<file path="src/verilog/clock_ctrl_consts.svh">
// Offsets, field positions, reset values and timing counts of the clock control.
`ifndef CLOCK_CTRL_CONSTS_SVH
`define CLOCK_CTRL_CONSTS_SVH

// ============================================================
// Register offsets (byte addresses)
`define PLL_CFG_ADDR     12'h000
`define PLL_STATUS_ADDR  12'h004
`define CLKBLK_CFG_ADDR  12'h008
`define PORT_SEL_ADDR    12'h00C
`define TIMER_ADDR       12'h010

// ============================================================
// Field positions of the PLL configuration register
`define REF_DIV_LSB      0
`define FEEDBACK_LSB     8
`define OUT_DIV_LSB      20

// ============================================================
// Strap presets
`define STRAP00_OUT_DIV  3'h1
`define STRAP00_FEEDBACK 12'h07A
`define STRAP11_OUT_DIV  3'h2
`define STRAP11_FEEDBACK 12'h077
`define STRAP10_OUT_DIV  3'h2
`define STRAP10_FEEDBACK 12'h031
`define STRAP01_OUT_DIV  3'h2
`define STRAP01_FEEDBACK 12'h017
`define STRAP_REF_DIV    6'h00

// ============================================================
// Timing
`define STRAP_SAMPLE_EDGE 2'h3
`define LOCK_TIME_NS     20000
`define PCLK_NS          40
`define LOCK_CYCLES      ((`LOCK_TIME_NS + `PCLK_NS - 1) / `PCLK_NS)

`endif

</file>
<file path="src/verilog/clock_ctrl_pkg.sv">
// Types shared by the clock control modules.
package clock_ctrl_pkg;

  typedef struct packed {
    logic [2:0]  output_divider;
    logic [11:0] feedback;
    logic [5:0]  ref_divider;
  } pll_cfg_s;

  typedef enum logic [1:0] {
    PLL_LOADING = 2'b00,
    PLL_LOCKING = 2'b01,
    PLL_RUNNING = 2'b10
  } pll_state_e;

  typedef struct packed {
    logic       use_ext;
    logic       drive_pin;
    logic [7:0] divide;
  } clkblk_cfg_s;

endpackage : clock_ctrl_pkg

</file>
<file path="src/verilog/tick_divider.sv">
// Programmable enable divider producing one-cycle tick pulses.
`timescale 1ns/1ps
`default_nettype none
module tick_divider #(
  parameter int WIDTH = 12
) (
  input  wire logic             pclk,
  input  wire logic             presetn,
  input  wire logic             enable,
  input  wire logic [WIDTH-1:0] divide,
  output var  logic             tick
);
  logic [WIDTH-1:0] count;
  wire              wrap = (count >= divide);

  always_ff @(posedge pclk or negedge presetn) begin
    if (!presetn) begin
      count <= '0;
      tick  <= 1'b0;
    end else if (!enable) begin
      count <= '0;
      tick  <= 1'b0;
    end else begin
      count <= wrap ? '0 : count + 1'b1;
      tick  <= wrap;
    end
  end
endmodule : tick_divider
`default_nettype wire

</file>
<file path="src/verilog/clock_block.sv">
// One clock block: source select, division and pin drive.
`timescale 1ns/1ps
`default_nettype none
module clock_block
  import clock_ctrl_pkg::*;
(
  input  wire logic        pclk,
  input  wire logic        presetn,
  input  wire logic        ref_tick,
  input  wire logic        ext_clk_pin,
  input  wire clkblk_cfg_s cfg,
  output var  logic        edge_tick,
  output var  logic        clk_out,
  output var  logic        clk_out_oe
);
  logic ext_meta;
  logic ext_sync;
  logic ext_last;
  logic [7:0] div_count;

  // The pin is asynchronous, so it is synchronised before edge detection.
  wire ext_rise = ext_sync & ~ext_last;
  wire src_tick = cfg.use_ext ? ext_rise : ref_tick;
  wire div_wrap = (div_count >= cfg.divide);

  always_ff @(posedge pclk or negedge presetn) begin
    if (!presetn) begin
      ext_meta <= 1'b0;
      ext_sync <= 1'b0;
      ext_last <= 1'b0;
    end else begin
      ext_meta <= ext_clk_pin;
      ext_sync <= ext_meta;
      ext_last <= ext_sync;
    end
  end

  always_ff @(posedge pclk or negedge presetn) begin
    if (!presetn) begin
      div_count  <= 8'h00;
      edge_tick  <= 1'b0;
      clk_out    <= 1'b0;
      clk_out_oe <= 1'b0;
    end else begin
      edge_tick  <= src_tick & div_wrap;
      clk_out_oe <= cfg.drive_pin;
      if (src_tick) begin
        div_count <= div_wrap ? 8'h00 : div_count + 8'h01;
        if (div_wrap) begin
          clk_out <= ~clk_out;
        end
      end
    end
  end
endmodule : clock_block
`default_nettype wire

</file>
<file path="src/verilog/pll_strap_clock_control.sv">
// Top of the clock control: straps, PLL settings, derived ticks and a timer.
//
// Function
// - One PLL clock feeds switch, tile and reference clock enables.
// - Straps set the first multiplier; software may change it later.
// - Straps 00 load output divider 1, feedback 122, reference 0.
// - Straps 10 load output divider 2, feedback 49, reference 0.
// - Straps 01 load output divider 2, feedback 23, reference 0.
// - Core rate is osc*(F+1)/2/(R+1)/(OD+1).
// - Software writes new divider values to the PLL configuration.
// - Each timer is a 32-bit counter on the reference tick.
// - Reference defaults to 100 MHz, a timer tick of 10 ns; here the reference is pclk/4, a 160 ns tick.
// - Clock blocks run from a pin or divided reference; may drive out.
// - After reset all ports use clock block 0 on the reference.
// - Boot speed follows the strap pins on leaving reset.
//
// The register offsets and the APB interface to the registers were chosen for this implementation.
`timescale 1ns/1ps
`default_nettype none
`include "clock_ctrl_consts.svh"
module pll_strap_clock_control
  import clock_ctrl_pkg::*;
#(
  parameter int NUM_CLKBLK  = 2,
  parameter int LOCK_CYCLES = `LOCK_CYCLES,
  parameter int REF_DIV     = 4,
  parameter int SWITCH_DIV  = 2
) (
  input  wire logic                  pclk,
  input  wire logic                  presetn,
  input  wire logic                  psel,
  input  wire logic                  penable,
  input  wire logic                  pwrite,
  input  wire logic [11:0]           paddr,
  input  wire logic [31:0]           pwdata,
  output var  logic [31:0]           prdata,
  output var  logic                  pready,
  output var  logic                  pslverr,
  input  wire logic                  strap_pin_low,
  input  wire logic                  strap_pin_high,
  input  wire logic [NUM_CLKBLK-1:0] ext_clk_pin,
  output var  pll_cfg_s              pll_cfg,
  output var  logic                  pll_locked,
  output var  logic                  tile_tick,
  output var  logic                  switch_tick,
  output var  logic                  ref_tick,
  output var  logic [NUM_CLKBLK-1:0] clkblk_tick,
  output var  logic [NUM_CLKBLK-1:0] clkblk_out,
  output var  logic [NUM_CLKBLK-1:0] clkblk_out_oe,
  output var  logic                  port_clkblk
);
  import clock_ctrl_pkg::*;

  // ============================================================
  // Strap capture
  logic [1:0] strap_meta;
  logic [1:0] strap_sync;
  logic [1:0] edge_count;
  logic       strap_taken;
  pll_state_e state;
  pll_cfg_s   active_cfg;
  pll_cfg_s   pending_cfg;
  logic       pending;
  logic [31:0] lock_count;

  wire [1:0] strap_now = {strap_pin_high, strap_pin_low};
  wire       strap_edge = !strap_taken && (edge_count == `STRAP_SAMPLE_EDGE);

  pll_cfg_s strap_cfg;
  always_comb begin
    strap_cfg.ref_divider = `STRAP_REF_DIV;
    case (strap_sync)
      2'b00: begin
        strap_cfg.output_divider = `STRAP00_OUT_DIV;
        strap_cfg.feedback       = `STRAP00_FEEDBACK;
      end
      2'b11: begin
        strap_cfg.output_divider = `STRAP11_OUT_DIV;
        strap_cfg.feedback       = `STRAP11_FEEDBACK;
      end
      2'b10: begin
        strap_cfg.output_divider = `STRAP10_OUT_DIV;
        strap_cfg.feedback       = `STRAP10_FEEDBACK;
      end
      default: begin
        strap_cfg.output_divider = `STRAP01_OUT_DIV;
        strap_cfg.feedback       = `STRAP01_FEEDBACK;
      end
    endcase
  end

  // Sample straps at the third edge.
  always_ff @(posedge pclk or negedge presetn) begin
    if (!presetn) begin
      strap_meta  <= 2'b00;
      strap_sync  <= 2'b00;
      edge_count  <= 2'b00;
      strap_taken <= 1'b0;
    end else begin
      strap_meta <= strap_now;
      strap_sync <= strap_meta;
      if (!strap_taken && edge_count != `STRAP_SAMPLE_EDGE) begin
        edge_count <= edge_count + 2'b01;
      end
      if (strap_edge) begin
        strap_taken <= 1'b1;
      end
    end
  end

  // ============================================================
  // Register bus
  wire        wr_en   = psel && penable && pwrite;
  wire        rd_en   = psel && penable && !pwrite;
  wire        hit_cfg = (paddr == `PLL_CFG_ADDR);
  wire        hit_sts = (paddr == `PLL_STATUS_ADDR);
  wire        hit_cb  = (paddr == `CLKBLK_CFG_ADDR);
  wire        hit_ps  = (paddr == `PORT_SEL_ADDR);
  wire        hit_tmr = (paddr == `TIMER_ADDR);
  wire        hit_any = hit_cfg | hit_sts | hit_cb | hit_ps | hit_tmr;
  wire        cfg_wr  = wr_en && hit_cfg;
  clkblk_cfg_s cb_cfg [NUM_CLKBLK];
  logic [31:0] timer;
  logic [NUM_CLKBLK-1:0] cb_use_ext;
  logic [NUM_CLKBLK-1:0] cb_drive;
  logic [7:0]  cb_divide;
  logic        port_sel;

  wire [31:0] cfg_word = {9'h000, active_cfg.output_divider,
                          active_cfg.feedback, 2'b00,
                          active_cfg.ref_divider};
  wire [31:0] sts_word = {29'h0000_0000, pending, strap_sync == 2'b11,
                          pll_locked};
  wire [31:0] cb_word  = {8'h00, cb_divide,
                          {(8 - NUM_CLKBLK){1'b0}}, cb_drive,
                          {(8 - NUM_CLKBLK){1'b0}}, cb_use_ext};
  wire [31:0] rd_word  = hit_cfg ? cfg_word :
                         hit_sts ? sts_word :
                         hit_cb  ? cb_word  :
                         hit_ps  ? {31'h0000_0000, port_sel} :
                         hit_tmr ? timer : 32'h0000_0000;

  // Clock block 0 on reference, ports on block 0.
  always_ff @(posedge pclk or negedge presetn) begin
    if (!presetn) begin
      cb_use_ext <= '0;
      cb_drive   <= '0;
      cb_divide  <= 8'h00;
      port_sel   <= 1'b0;
    end else if (wr_en && hit_cb) begin
      cb_use_ext <= pwdata[NUM_CLKBLK-1:0];
      cb_drive   <= pwdata[8 +: NUM_CLKBLK];
      cb_divide  <= pwdata[23:16];
    end else if (wr_en && hit_ps) begin
      port_sel <= pwdata[0];
    end
  end

  always_ff @(posedge pclk or negedge presetn) begin
    if (!presetn) begin
      prdata  <= 32'h0000_0000;
      pready  <= 1'b0;
      pslverr <= 1'b0;
    end else begin
      pready  <= psel && !penable;
      pslverr <= psel && !penable && !hit_any;
      prdata  <= (psel && !penable && !pwrite) ? rd_word : prdata;
    end
  end

  // ============================================================
  // PLL control
  // New divider values are held until the PLL is running, then applied with a relock.
  // Ticks stop while locking so no short pulse escapes.
  always_ff @(posedge pclk or negedge presetn) begin
    if (!presetn) begin
      state       <= PLL_LOADING;
      active_cfg  <= '0;
      pending_cfg <= '0;
      pending     <= 1'b0;
      lock_count  <= 32'h0000_0000;
      pll_locked  <= 1'b0;
      pll_cfg     <= '0;
    end else begin
      if (cfg_wr && pready) begin
        pending_cfg <= '{pwdata[`OUT_DIV_LSB +: 3],
                         pwdata[`FEEDBACK_LSB +: 12],
                         pwdata[`REF_DIV_LSB +: 6]};
        pending     <= 1'b1;
      end
      case (state)
        // First settings come from the straps.
        PLL_LOADING: begin
          if (strap_edge) begin
            active_cfg <= strap_cfg;
            pll_cfg    <= strap_cfg;
            lock_count <= 32'h0000_0000;
            state      <= PLL_LOCKING;
          end
        end
        PLL_LOCKING: begin
          pll_locked <= 1'b0;
          if (lock_count >= 32'(LOCK_CYCLES - 1)) begin
            state      <= PLL_RUNNING;
            pll_locked <= 1'b1;
          end else begin
            lock_count <= lock_count + 32'h0000_0001;
          end
        end
        PLL_RUNNING: begin
          if (pending && !(cfg_wr && pready)) begin
            active_cfg <= pending_cfg;
            pll_cfg    <= pending_cfg;
            pending    <= 1'b0;
            pll_locked <= 1'b0;
            lock_count <= 32'h0000_0000;
            state      <= PLL_LOCKING;
          end
        end
        default: state <= PLL_LOADING;
      endcase
    end
  end

  // ============================================================
  // Derived clock enables
  // Tile, switch and reference from one PLL enable.
  logic ref_pulse;
  logic sw_pulse;
  tick_divider #(.WIDTH(8)) u_switch (
    .pclk    (pclk),
    .presetn (presetn),
    .enable  (pll_locked),
    .divide  (8'(SWITCH_DIV - 1)),
    .tick    (sw_pulse)
  );
  // Reference divider sets the default rate of one tick every 4 pclk cycles (160 ns).
  tick_divider #(.WIDTH(8)) u_ref (
    .pclk    (pclk),
    .presetn (presetn),
    .enable  (pll_locked),
    .divide  (8'(REF_DIV - 1)),
    .tick    (ref_pulse)
  );

  // Gate by lock.
  // A divider may still emit one pulse on the edge that drops the lock.
  wire ref_live = ref_pulse & pll_locked;
  wire sw_live  = sw_pulse & pll_locked;

  always_ff @(posedge pclk or negedge presetn) begin
    if (!presetn) begin
      tile_tick   <= 1'b0;
      switch_tick <= 1'b0;
      ref_tick    <= 1'b0;
      port_clkblk <= 1'b0;
    end else begin
      tile_tick   <= pll_locked;
      switch_tick <= sw_live;
      ref_tick    <= ref_live;
      port_clkblk <= port_sel;
    end
  end

  always_ff @(posedge pclk or negedge presetn) begin
    if (!presetn) begin
      timer <= 32'h0000_0000;
    end else if (ref_live) begin
      timer <= timer + 32'h0000_0001;
    end
  end

  for (genvar i = 0; i < NUM_CLKBLK; i++) begin : g_cb
    assign cb_cfg[i] = '{cb_use_ext[i], cb_drive[i], cb_divide};
    clock_block u_cb (
      .pclk        (pclk),
      .presetn     (presetn),
      .ref_tick    (ref_live),
      .ext_clk_pin (ext_clk_pin[i]),
      .cfg         (cb_cfg[i]),
      .edge_tick   (clkblk_tick[i]),
      .clk_out     (clkblk_out[i]),
      .clk_out_oe  (clkblk_out_oe[i])
    );
  end
endmodule : pll_strap_clock_control
`default_nettype wire

</file>
<file path="config.mk">
export PLATFORM = sky130hd
export DESIGN_NAME = pll_strap_clock_control
export DESIGN_NICKNAME = d
export VERILOG_FILES = /design/src/verilog/clock_ctrl_pkg.sv /design/src/verilog/tick_divider.sv /design/src/verilog/clock_block.sv /design/src/verilog/pll_strap_clock_control.sv
export VERILOG_INCLUDE_DIRS = /design/src /design/src/verilog
export SDC_FILE = /design/constraint.sdc
export NUM_CORES = 1
export LEC_CHECK = 0
export BUFFER_PORTS_ARGS = -buffer_cell sky130_fd_sc_hd__clkbuf_2
export CAP_MARGIN = 10
export CORE_MARGIN = 2
export CORE_UTILIZATION = 55
export CTS_BUF_LIST = sky130_fd_sc_hd__clkbuf_8
export CTS_CLUSTER_DIAMETER = 120
export CTS_CLUSTER_SIZE = 16
export DETAILED_ROUTE_END_ITERATION = 7
export PLACE_DENSITY = 0.84
export SETUP_SLACK_MARGIN = 0.02
export SYNTH_ARGS = -nofsm -noshare
export SYNTH_HDL_FRONTEND = slang
export SYNTH_SLANG_ARGS = --single-unit
</file>
<file path="constraint.sdc">
create_clock -name pclk -period 2.6 [get_ports pclk]
set_input_delay 0.26 -clock pclk [delete_from_list [all_inputs] [get_ports pclk]]
set_output_delay 0.26 -clock pclk [all_outputs]
set_load 0.005 [all_outputs]
</file>
==> results of run 1 <==
==> power groups by stage <==
stage	clock, mW	sequential [mW]	combinational (mW)
2_1_floorplan	0	3.42	0.0280
6_report	1.59	3.35	0.168
5_1_grt	1.78	3.35	0.191
4_1_cts	1.64	3.35	0.172
3_3_place_gp	0	3.42	0.153
3_5_place_dp	0	3.42	0.156
==> routing by layer <==
layer  wire length (um)  part of all wire (%)  track usage (%)  vias up
li1                   -                     -                -     3036
met1               8560                    46             31.6     3103
met2               8520                    46             34.1      180
met3               1080                   5.8             3.38       18
met4                264                   1.4             4.59        0
met5                  0                     0                0        -
==> through the flow <==
step           setup WS, ns  cells  instance area (um2)
2_1_floorplan         0.684    806                 9060
3_3_place_gp          0.338   1120                 9940
3_5_place_dp          0.308   1120                 9940
4_1_cts               0.532   1151                10300
5_1_grt               0.257   1151                10300
6_report              0.528   1151                10300
==> final cells by class <==
class	instances	area [um2]	area share [%]
Inverter	25	93.8	0.910
Multi-Input combinational cell	535	3470	33.6
Timing Repair Buffer	143	882	8.55
Clock buffer	17	234	2.27
Tap cell	216	270	2.62
Clock inverter	1	11.3	0.109
Sequential cell	214	5360	51.9
==> worst min-delay path by stage <==
stage          startpoint                end  cells after the start
2_1_floorplan     presetn      active_cfg[0]                      0
3_3_place_gp      presetn  u_switch.count[2]                      1
3_5_place_dp      presetn  u_switch.count[2]                      1
4_1_cts         pwdata[5]     pending_cfg[5]                      2
5_1_grt        pwdata[21]       cb_divide[5]                      3
6_report        pwdata[5]     pending_cfg[5]                      2
==> synthesized netlist by cell type (3+ instances only) <==
master / number
sky130_fd_sc_hd__xor2_1: 18
sky130_fd_sc_hd__and2_1: 25
sky130_fd_sc_hd__a22o_1: 13
sky130_fd_sc_hd__nand3_1: 27
sky130_fd_sc_hd__o21a_1: 4
sky130_fd_sc_hd__buf_4: 8
sky130_fd_sc_hd__mux2_2: 28
sky130_fd_sc_hd__nor2b_1: 7
sky130_fd_sc_hd__a222oi_1: 9
sky130_fd_sc_hd__xnor2_1: 22
sky130_fd_sc_hd__clkbuf_1: 17
sky130_fd_sc_hd__a21o_1: 3
sky130_fd_sc_hd__ha_1: 30
sky130_fd_sc_hd__nand2b_1: 5
sky130_fd_sc_hd__o31ai_1: 3
sky130_fd_sc_hd__or3_1: 5
sky130_fd_sc_hd__o21ai_0: 63
sky130_fd_sc_hd__nand4_1: 11
sky130_fd_sc_hd__a21oi_1: 20
sky130_fd_sc_hd__a41oi_1: 3
sky130_fd_sc_hd__and3_1: 16
sky130_fd_sc_hd__inv_1: 24
sky130_fd_sc_hd__nor3_1: 16
sky130_fd_sc_hd__dfrtp_1: 214
sky130_fd_sc_hd__nor2_1: 50
sky130_fd_sc_hd__o21ai_1: 7
sky130_fd_sc_hd__a22oi_1: 10
sky130_fd_sc_hd__a2bb2oi_1: 3
sky130_fd_sc_hd__buf_2: 7
sky130_fd_sc_hd__nand2_1: 84
sky130_fd_sc_hd__nor4_1: 8
==> state kept, by name, summed over array words and instances (netlist names), 8 cells and up <==
name / flops
active_cfg: 21
timer: 32
cb_divide: 8
u_ref.count: 8
pending_cfg: 21
g_cb.u_cb.div_count: 16
u_switch.count: 8
lock_count: 32
prdata: 32
==> kinds of logic (layout without fill, tap and decap cells) <==
group,Yosys count,after routing
buffers and inverters,57,186
adders and majority gates,30,30
muxes,30,30
AOI/OAI and AO/OA,152,152
xor gates and xnor gates,40,40
other,1,11
and+or+nand+nor,272,272
DFF,214,214
==> worst reg2reg max path: stages (launching register included) <==
cell and delay, ns:
sky130_fd_sc_hd__dfrtp_1 0.44, sky130_fd_sc_hd__ha_1 0.17, sky130_fd_sc_hd__nand3_1 0.12, sky130_fd_sc_hd__nor3_1 0.31, sky130_fd_sc_hd__nand3_1 0.20, sky130_fd_sc_hd__nor2_1 0.38, sky130_fd_sc_hd__nand4_1 0.17, sky130_fd_sc_hd__xnor2_1 0.15
==> repair_timing <==
action,4_1_cts,5_1_grt
hold buffers,13,0
endpoints found under the hold margin,78,0
buffers inserted,0,0
endpoints found under the setup margin,0,0
==> impl_summary.md, run 1 <==
CTS
The register clock-pin slew on the reported worst setup and hold paths is 0.09 ns. The number of CTS-inserted buffers is 17. The cell sitting at the root of the clock tree is a sky130_fd_sc_hd__clkbuf_8. At the later pin of the worst-skew pair, clock insertion delay measures approximately 0.5 ns.

The total clock sinks is roughly 210. The post-cts resize count is 0. The count of H-tree levels built during CTS is 1. TritonCTS built the clock tree. The maximum root-to-sink buffer count is 3.

Yosys
The register bit count reported by yosys is 214. The simple-gate portion of the synthesized area is between 10% and 20%. The cell count after synthesis came out at a little under 800. For this run, asynchronously set or reset flops after synthesis account for 100%.

Sequential elements use about three fifths of the synthesized area. The count of flip-flops with a built-in enable after synthesis is 0. After synthesis, the largest family of logic cells by area is simple AND/OR/NAND/NOR gates.

After synthesis, the cell types taking the most area are sky130_fd_sc_hd__dfrtp_1 (59%), sky130_fd_sc_hd__ha_1 (4.2%), sky130_fd_sc_hd__o21ai_0 (3.5%). The Yosys step of the flow raised 0 warnings. The synthesized netlist contains 56 unique library cells. Summing the areas of all fa, ha and maj instances in the mapped netlist gives slightly above 4% of the synthesized area.

The post-synthesis compound-gate area fraction is between 10% and 20%. The proportion of synthesized area in mux cells is between 3 and 4%. The synthesized design devotes to its leading area cell type 59.3% of total area. Among all flip-flop cells after synthesis, the most frequent one is sky130_fd_sc_hd__dfrtp_1. Of all cell types, the one taking the most synthesized area is sky130_fd_sc_hd__dfrtp_1. The mean area per synthesized cell is around 11 um2.

The xor and xnor area share after synthesis is 3.88%. The summed instance area of the synthesized netlist is around 9000 um2.

Placement
After legalization and detailed placement, the total HPWL measured between 10,000 and 15,000 um. The final weighted congestion in routability-driven placement is 0.858. The number of buffer cells added on primary ports is approximately 110.

Die
The core footprint is between 15,000 and 20,000 um2. The x dimension of the die is 132 um. The initial utilization of the core area, before any placement, comes to approximately 57%. The number of core rows is 46. The floorplan step defined a die boundary enclosing around 17,000 um2.

The floorplan die height is 132 um. The number of top-level pins is approximately 120.

Hold path
The worst hold path belongs to the class input port to flop.

Worst setup path
The maximum net fanout on the critical path is 14. The endpoint of the most critical setup path is active_cfg[1]. The critical path is of the input port to flop type. The kind of end point of the critical path is a flop. The startpoint of the worst setup timing path is penable.

The signal on the critical path passes through dlygate4sd3_1 -> clkbuf_2 -> and3_1 -> nand2_1 -> nor3_4 -> nor3_2 -> a22o_1. The endpoint identified for the worst register-to-register timing path is timer[22]. The launch point of the worst reg-to-reg path is timer[0]. The critical path's largest stage delay is between 0.8 and 0.9 ns. Among cell families on the critical path, the largest total delay comes from simple AND/OR/NAND/NOR gates. The critical path data arrival time is 2.49 ns. The setup check on the worst reg-to-reg path leaves a slack of roughly 0.55 ns.

The number of cells on the worst reg-to-reg path is 7. At the worst endpoint, the required time is 3.02 ns. The kind of launch point of the worst setup path is an input port. The critical path buffer and inverter count is 2. The largest individual stage delay along the critical path comes from the cell sky130_fd_sc_hd__nor3_2.

Counting buffers and inverters, the worst setup path is 7 cells deep.

Timing
The worst setup skew after layout is 0.0202 ns. In the finished design, the share of the clock period the worst path needs comes to between 70% and 80%. The peak clock frequency supported by timing is 483 MHz. Setup violations remaining at the end of the flow were counted as 0.

The relative slew slack is between 20% and 30%. The smallest clock period supported by the final layout is computed as about 2.1 ns. Hold timing on the final database bottoms out at a slack of 0.0256 ns.

Setup repair after global routing left no endpoint under its margin. At the pin with the least slew margin, the transition time is ~1.0 ns. The number of failing hold endpoints at the final stage is 0. The number of max-slew violations in the final report was 0. Adding up every negative setup slack in the final design gives 0 ns.

Finish
The final-layout fill cell count is roughly 1.2k. The library cells used most frequently in the layout, excluding fill and tap cells, are sky130_fd_sc_hd__dfrtp_1 (214), sky130_fd_sc_hd__clkbuf_2 (107), sky130_fd_sc_hd__nand2_1 (84). The count of antenna diodes in the layout is 0. The fraction of layout cells with a size suffix above 1 is approximately 20%.

The relative area change from synthesis to final layout is 14.3%. The final layout contains slightly above 1k nets. Leaving out fill and tap cells, the most frequent cell in the layout is sky130_fd_sc_hd__dfrtp_1. The fraction of the core area covered by cells at the end of the flow is between 60% and 70%.

Global routing
Entering global routing, the biggest net connects 71 pins. The global router's overall resource usage is a little over a fifth. The via count of the first global-routing pass is 6,152. The number of antenna violations at the first check in global routing is 0. The total congestion overflow is 0. The first global-routing pass estimated between 30,000 and 40,000 um of wire.

Routing
The number of nets with antenna violations after routing is 0. The first TritonRoute pass finished after 5 iterations. The via density per instance is between 5 and 6. The post-detailed-route wirelength per cell is 16.0 um. The count of unresolved DRC violations after routing is 0.

Summing over every cut layer, the via total after detailed routing is around 6.3k. For this block, the routed nets add up to roughly 18,000 um of wire. The detailed router finished its first iteration with 485 violations.

Pwr
The net switching power figure is 1.11 mW. The share of power burned in the clock network is 31.1%. Combinational logic is responsible for around 3.3% of the overall power. The worst-case IR drop observed on VDD is about 0.32 mV.

The switching share of power is a little over a fifth. The areal power density over the cells is ~500 nW/um2. The design draws ~5.1 mW. In this run the static leakage power is 5.14 nW. The sequential group share of total power is between 60% and 70%.

The internal power contribution is about 4 mW.

Job
The number of maximum-capacitance constraint violations is 0.

Outcome
The run finished with clean final reports.
Note: power is estimated with default switching activity, not from simulation.
==> run 2: changes to the inputs <==
Settings changed: CORE_UTILIZATION 55 to 54, PLACE_DENSITY 0.84 to 0.85.
Clock period 2.6 ns to 1.8 ns, I/O delays scaled along.
==> impl_summary.md, run 2 (synthesis gave the netlist of run 1 again) <==
Outcome
The final reports fail on negative setup slack. The run finished, with violations left.

Pwr
The worst IR drop on VDD came to 0.466 mV (+46%). The leakage component of the power is 5.58 nW (+8.6%). The power consumption is 7.49 mW (+47%). The areal power density over the cells is 666 nW/um2 (+34%).

Placement
The final weighted congestion in routability-driven placement was 0.891 (+3.9%). The total half-perimeter wirelength after legalization and detailed placement came to 14,900 um (+10%). The placement-stage cell area was 10,400 um2 (+4.3%).

The number of buffer cells added on primary ports is 108 (unchanged).

Routing
The via total after detailed routing is 7,052 (+11%). The count of unresolved DRC violations after routing is 0 (unchanged). The number of nets with antenna violations after routing came to 0 (unchanged). The via density per instance is 5.74 (+4.3%). The total wire length is 22,100 um (+20%). The iteration-0 DRC count of the detailed router is 600 (+24%). The number of detailed-route iterations in the first pass is 5 (unchanged). The post-detailed-route wirelength per cell is 18.0 um (+13%).

Timing
Setup repair after global routing could not meet its margin everywhere. The slew at the pin closest to its max-slew limit came to 0.628 ns (-0.419 ns). The post-route minimum period is between 1.5 and 2 ns. The relative slew slack is 58.0% (+28 points). The worst path setup slack after routing is -0.174 ns (-0.701 ns). The final cycle utilization of the critical path is 110%. The worst setup skew after layout is 0.0316 ns (+0.0114 ns). The number of failing hold endpoints at the final stage is 0 (unchanged).

For this run, the top clock speed supported by timing is roughly 500 MHz. The setup violation total in the final timing report is 14 (+14). The number of max-slew violations in the final report is 0 (unchanged).

Die
The number of top-level pins is 119 (unchanged). The x dimension of the die is 133 um (+0.89%). The floorplan die height is 133 um (+0.89%). The core footprint is 16,500 um2 (+3.3%). The number of core rows came to 47 (+2.2%). The total die area came to 17,800 um2 (+1.8%). The starting utilization of the core area is 54.8% (-1.8 points).

Hold path
The path with the worst hold slack has its endpoint at pslverr. The count of cells along the worst hold path came to 4 (+2). The hold path startpoint is psel.

The worst hold path belongs to the class input port to flop.

Worst setup path
The kind of end point of the critical path is a flop. The instance count on the critical path came to 7 (unchanged). The reg-to-reg endpoint is g_cb[1].u_cb.clk_out. The number of cells on the worst reg-to-reg path was 7 (unchanged). The signal on the critical path passes through inv_2 -> ha_4 -> a2111o_1 -> a31oi_1 -> o21a_2 -> nor2_4 -> xor2_1.

The critical path buffer and inverter count is 1 (-1). The startpoint identified for the worst register-to-register timing path is cb_divide[5]. The slack of the worst reg-to-reg path is -0.17 ns (-0.72 ns).

The critical path class is flop to flop. The highest-delay cell along the critical path is sky130_fd_sc_hd__dfrtp_1. The critical path data arrival time is 2.37 ns (-0.12 ns). The maximum net fanout on the critical path is 8 (-6). The kind of cell adding the most delay to the critical path is compound AO/OA/AOI/OAI gates.

The kind of launch point of the worst setup path is a flop. The endpoint required time on the critical path came to 2.20 ns (-0.82 ns). The critical path's largest stage delay is 0.42 ns (-0.43 ns).

CTS
The clock latency reported for the late side of the worst-skew pair is 0.51 ns (+0.02 ns). The register clock-pin slew on the reported worst setup and hold paths is 0.10 ns (about the same). The maximum root-to-sink buffer count is 3 (unchanged).

The count of H-tree levels built during CTS is 1 (unchanged). The clock tree from TritonCTS is yes. CTS placed an instance of sky130_fd_sc_hd__clkbuf_8 at the clock tree root. The number of CTS-inserted buffers came to 17 (unchanged).

The total clock sinks is 214 (unchanged).

Global routing
The total congestion overflow was 0 (unchanged). The number of antenna violations at the first check in global routing is 0 (unchanged). The global-route wire length before repair is 33,800 um (+10%). The pin count of the biggest net entering global routing is 53 (-25%). The via count of the first global-routing pass was 6,823 (+11%). The global router's overall resource usage came to 23.7% (+2.3 points).

Finish
In the layout the commonest cells are sky130_fd_sc_hd__dfrtp_1 (214), sky130_fd_sc_hd__clkbuf_2 (107), sky130_fd_sc_hd__nand2_1 (82). The final-layout fill cell count is 1,111 (-7.0%). In the final layout, the registers with the most flip-flops are lock_count x32, prdata x32, timer x32. The most frequent standard cell in the layout excluding fill and tap cells is sky130_fd_sc_hd__dfrtp_1.

The relative area change from synthesis to final layout is 24.5%. The count of antenna diodes in the layout is 0 (unchanged). The fraction of layout cells with a size suffix above 1 is 28.6% (+8.1 points). The layout net count is 1,092 (+7.2%). The area of all placed cells without fillers is 11,200 um2 (+9.0%).

Job
The number of maximum-capacitance constraint violations was 0 (unchanged).
-- run 2: cell types whose count changed in the layout (fill, tap and decap cells not counted), moves of 4 or more --
cell                            change
sky130_fd_sc_hd__o21ai_0           -15
sky130_fd_sc_hd__nor3_1             -7
sky130_fd_sc_hd__o21ai_1            +9
sky130_fd_sc_hd__buf_4             +49
sky130_fd_sc_hd__ha_1               -4
sky130_fd_sc_hd__dlygate4sd3_1     +16
sky130_fd_sc_hd__o21ai_2            +6
sky130_fd_sc_hd__nor3_2             +5
sky130_fd_sc_hd__nor2_1             -5
sky130_fd_sc_hd__buf_12             +6
-- run 2: tightest hold or removal path: cells and delay by family --
family	cells	cell delay, ns
and+or+nand+nor	2	0.21
AOI/OAI and AO/OA	1	0.09
buffers and inverters	1	0.08
-- run 2: power breakdown --
group | leakage, nW | internal, mW | switching (mW)
clock network | 0.128 | 0.871 | 1.47
registers | 2.80 | 4.83 | 0.0122
logic | 2.65 | 0.124 | 0.179
total | 5.58 | 5.83 | 1.66
-- run 2: per-layer routing --
| layer | routed length (um) | GRT usage [%] |
|---|---|---|
| met2 | 10900 | 40.0 |
| met3 | 1370 | 3.81 |
| met1 | 8990 | 31.2 |
| met4 | 845 | 9.04 |
| met5 | 0 | 0 |
-- run 2: how the worst max path moves through the flow --
stage | end | start | slack, ns
2_1_floorplan | cb_divide[0] | paddr[7] | -0.006
3_3_place_gp | prdata[0] | paddr[7] | -0.09
3_5_place_dp | prdata[2] | paddr[7] | -0.19
4_1_cts | g_cb[1].u_cb.div_count[6] | cb_divide[5] | -0.08
5_1_grt | g_cb[1].u_cb.clk_out | cb_divide[5] | -0.18
6_report | g_cb[1].u_cb.clk_out | cb_divide[5] | -0.17
-- run 2: timing repair --
action                                  CTS  global route
setup buffers                             5            11
resized for setup                        32            29
hold endpoints to repair                 87             0
pin swaps                                22            33
endpoints found under the setup margin   45            89
hold buffers                             29             0
-- run 2: cell type report --
type / instances / area (um2) / share of cell area, %
flip-flops and latches: 214 / 5360 / 47.7
multi-input cells: 535 / 3710 / 33.0
repair buffers: 216 / 1550 / 13.8
well taps: 220 / 275 / 2.45
clock buffers: 17 / 234 / 2.08
inverters: 25 / 96.3 / 0.857
clock inverters: 1 / 11.3 / 0.100
-- run 2: through the flow --
stage | util [%] | setup WS (ns) | std cells | hold WS [ns] | setup TNS [ns]
finish | 68.3 | -0.174 | 1228 | 0.0903 | -0.980
global route | 68.3 | -0.181 | 1228 | 0.118 | -3.58
CTS | 67.1 | -0.0775 | 1218 | 0.0810 | -0.484
detailed placement | 63.0 | -0.189 | 1166 | 0.180 | -9.51
global placement | 63.0 | -0.0859 | 1166 | 0.179 | -3.60
floorplan | - | -0.00616 | 806 | -0.116 | -0.0308
==> run 3: changes to the inputs <==
--- a/config.mk
+++ b/config.mk
@@ -10,3 +10,2 @@
 export CAP_MARGIN = 10
-export CORE_MARGIN = 2
 export CORE_UTILIZATION = 54
--- a/constraint.sdc
+++ b/constraint.sdc
@@ -3,2 +3,2 @@
 set_output_delay 0.18 -clock pclk [all_outputs]
-set_load 0.005 [all_outputs]
+set_load 0.01 [all_outputs]
==> impl_summary.md, run 3 (synthesis gave the netlist of run 1 again) <==
Outcome
The flow ran to the end, but the final reports show violations. The final reports fail on negative setup slack.

Finish
Compared with the post-synthesis result, the final layout area differs by 24.0%. The fraction of the core area covered by cells at the end of the flow is 69.4% (+1.2 points). The largest registers in the layout are lock_count x32, prdata x32, timer x32. The library cell used most frequently in the layout, excluding fill and tap cells, is sky130_fd_sc_hd__dfrtp_1.

The fraction of layout cells with a size suffix above 1 came to 28.9% (+0.36 points). The layout net count was 1,090 (-0.18%). The library cells used most frequently in the layout, excluding fill and tap cells, are sky130_fd_sc_hd__dfrtp_1 (212), sky130_fd_sc_hd__clkbuf_2 (107), sky130_fd_sc_hd__nand2_1 (82).

The final-layout fill cell count is 1,072 (-3.5%). The area of all placed cells without fillers was 11,200 um2 (-0.45%).

Die
The number of core rows is 46 (-2.1%). The floorplan die height came to 131 um (-1.5%). The total die area is 17,200 um2 (-3.0%). The number of top-level pins is 119 (unchanged). The x dimension of the die is 131 um (-1.5%).

The starting utilization of the core area is 56.0% (+1.2 points). The core footprint came to 16,100 um2 (-2.1%).

CTS
The maximum root-to-sink buffer count came to 3 (unchanged). The clock tree root driver cell is sky130_fd_sc_hd__clkbuf_8. The register clock-pin slew on the reported worst setup and hold paths is 0.11 ns (about the same). The count of H-tree levels built during CTS is 1 (unchanged).

The clock latency reported for the late side of the worst-skew pair is 0.51 ns (about the same). The total clock sinks is 214 (unchanged). The number of CTS-inserted buffers was 17 (unchanged).

TritonCTS built the clock tree.

Pwr
The share of power burned in the clock network is 31.7% (+0.4 points). The areal power density over the cells is 673 nW/um2 (+0.97%). The switching share of power is 22.6% (+0.45 points). The worst IR drop on VDD is 0.443 mV (-5.0%).

The net switching power figure is 1.70 mW (+2.6%). The logic gate share of total power came to 3.9% (about the same). The sequential group share of total power is 64.4% (-0.3 points). The internal power contribution was 5.82 mW (about the same). The leakage component of the power is 5.56 nW (-0.28%).

The power consumption is 7.53 mW (+0.52%).

Routing
The iteration-0 DRC count of the detailed router is 647 (+7.8%). The number of nets with antenna violations after routing came to 0 (unchanged). The post-detailed-route wirelength per cell is 18.0 um (-0.16%). The via density per instance is 5.70 (-0.79%). The via total after detailed routing came to 6,979 (-1.0%). The count of unresolved DRC violations after routing is 0 (unchanged). The total wire length is 22,100 um (-0.40%). The number of detailed-route iterations in the first pass is 5 (unchanged).

Timing
Setup repair after global routing could not meet its margin everywhere. The final cycle utilization of the critical path is 105% (-5.0 points). The post-route setup TNS is -0.172 ns (+0.808 ns). The slew at the pin closest to its max-slew limit is 0.671 ns (+0.0430 ns).

The peak clock frequency supported by timing is 531 MHz (+4.8%). The worst setup skew after layout is 0.0277 ns (-0.00389 ns). The number of failing hold endpoints at the final stage is 0 (unchanged). The post-route minimum period is 1.88 ns (-0.0905 ns). The relative slew slack came to 55.1% (-2.9 points). The post-route worst hold slack is 0.0750 ns (-0.0153 ns). The worst path setup slack after routing is -0.0832 ns (+0.0905 ns). The number of max-slew violations in the final report is 0 (unchanged). The setup violation total in the final timing report is 7 (-7).

Global routing
The number of antenna violations at the first check in global routing is 3 (+3). The total congestion overflow is 0 (unchanged). The pin count of the biggest net entering global routing is 52 (-1.9%). The global-route wire length before repair was 34,500 um (+2.2%).

The via count of the first global-routing pass is 6,776 (-0.69%). The global router's overall resource usage is 24.7% (+0.92 points).

Worst setup path
The maximum net fanout on the critical path is 8 (unchanged). The kind of launch point of the worst setup path is a flop. The critical path data arrival time is 2.31 ns (-0.06 ns). The critical path class is flop to flop. STA classifies the critical path endpoint as a flop. The endpoint required time on the critical path was 2.23 ns (+0.03 ns).

Job
The number of maximum-capacitance constraint violations is 0 (unchanged).

Placement
The total half-perimeter wirelength after legalization and detailed placement is 14,400 um (-2.9%). The placement-stage cell area is 10,300 um2 (-0.59%). The final weighted congestion in routability-driven placement was 0.848 (-4.9%).

The number of buffer cells added on primary ports is 108 (unchanged).

Hold path
The worst min-delay path class is input port to flop.
-- run 3: cell types whose count changed in the layout (fill, tap and decap cells not counted), moves of 3 or more --
| cell | change |
|---|---|
| sky130_fd_sc_hd__diode_2 | +3 |
| sky130_fd_sc_hd__buf_12 | -3 |
| sky130_fd_sc_hd__nor4_1 | -3 |
| sky130_fd_sc_hd__nor2_1 | +3 |
| sky130_fd_sc_hd__nor2_2 | -3 |
| sky130_fd_sc_hd__nor4_2 | +3 |
-- run 3: power groups by stage --
stage / clock (mW) / sequential [mW] / combinational, mW
global placement: 0 / 4.94 / 0.238
CTS: 2.38 / 4.84 / 0.292
finish: 2.39 / 4.84 / 0.293
floorplan: 0 / 4.94 / 0.0404
global route: 2.59 / 4.85 / 0.330
detailed placement: 0 / 4.94 / 0.241
-- run 3: per-layer routing --
| layer | wire, um | global-route usage [%] |
|---|---|---|
| met5 | 0 | 0 |
| met2 | 10800 | 39.9 |
| met4 | 660 | 9.17 |
| met3 | 1230 | 3.47 |
| met1 | 9410 | 34.1 |
-- run 3: final timing paths --
path	startpoint	endpoint	slack [ns]	depth (start not counted)
max in group asynchronous	presetn	lock_count[20]	0.99	3
hold reg to reg	g_cb[1].u_cb.ext_meta	g_cb[1].u_cb.ext_sync	0.36	0
setup / recovery	cb_divide[4]	g_cb[0].u_cb.clk_out	-0.08	7
setup reg to reg	cb_divide[4]	g_cb[0].u_cb.clk_out	-0.08	7
min in group asynchronous	presetn	prdata[6]	0.17	2
hold / removal	psel	pslverr	0.08	4
-- run 3: metrics by stage --
step                worst slack, ns  cells
floorplan                  -0.00616    806
global route                 -0.195   1225
finish                      -0.0832   1225
global placement            -0.0788   1158
CTS                         -0.0150   1211
detailed placement           -0.167   1158
-- run 3: layout make-up --
type	count	area [um2]	area share [%]
Sequential cell	214	5360	47.9
Timing Repair Buffer	214	1500	13.4
Multi-Input combinational cell	535	3720	33.2
Clock buffer	17	234	2.09
Antenna cell	3	7.51	0.0671
Clock inverter	1	11.3	0.101
Inverter	25	93.8	0.839
Tap cell	216	270	2.42
-- run 3: repair_timing --
item / CTS / global route
cloned: 0 / 0
gates resized for setup: 14 / 47
endpoints found under the setup margin: 22 / 74
buffers inserted: 6 / 11
pin swaps: 10 / 27
hold buffers: 29 / 0
hold endpoints to repair: 184 / 0
-- run 3: worst max-delay path: stages (launching register included) --
cell and delay [ns]:
sky130_fd_sc_hd__dfrtp_1 0.37, sky130_fd_sc_hd__inv_1 0.09, sky130_fd_sc_hd__ha_1 0.22, sky130_fd_sc_hd__a2111o_1 0.41
sky130_fd_sc_hd__a31oi_1 0.18, sky130_fd_sc_hd__o21a_2 0.21, sky130_fd_sc_hd__nor2_4 0.07, sky130_fd_sc_hd__xor2_1 0.22
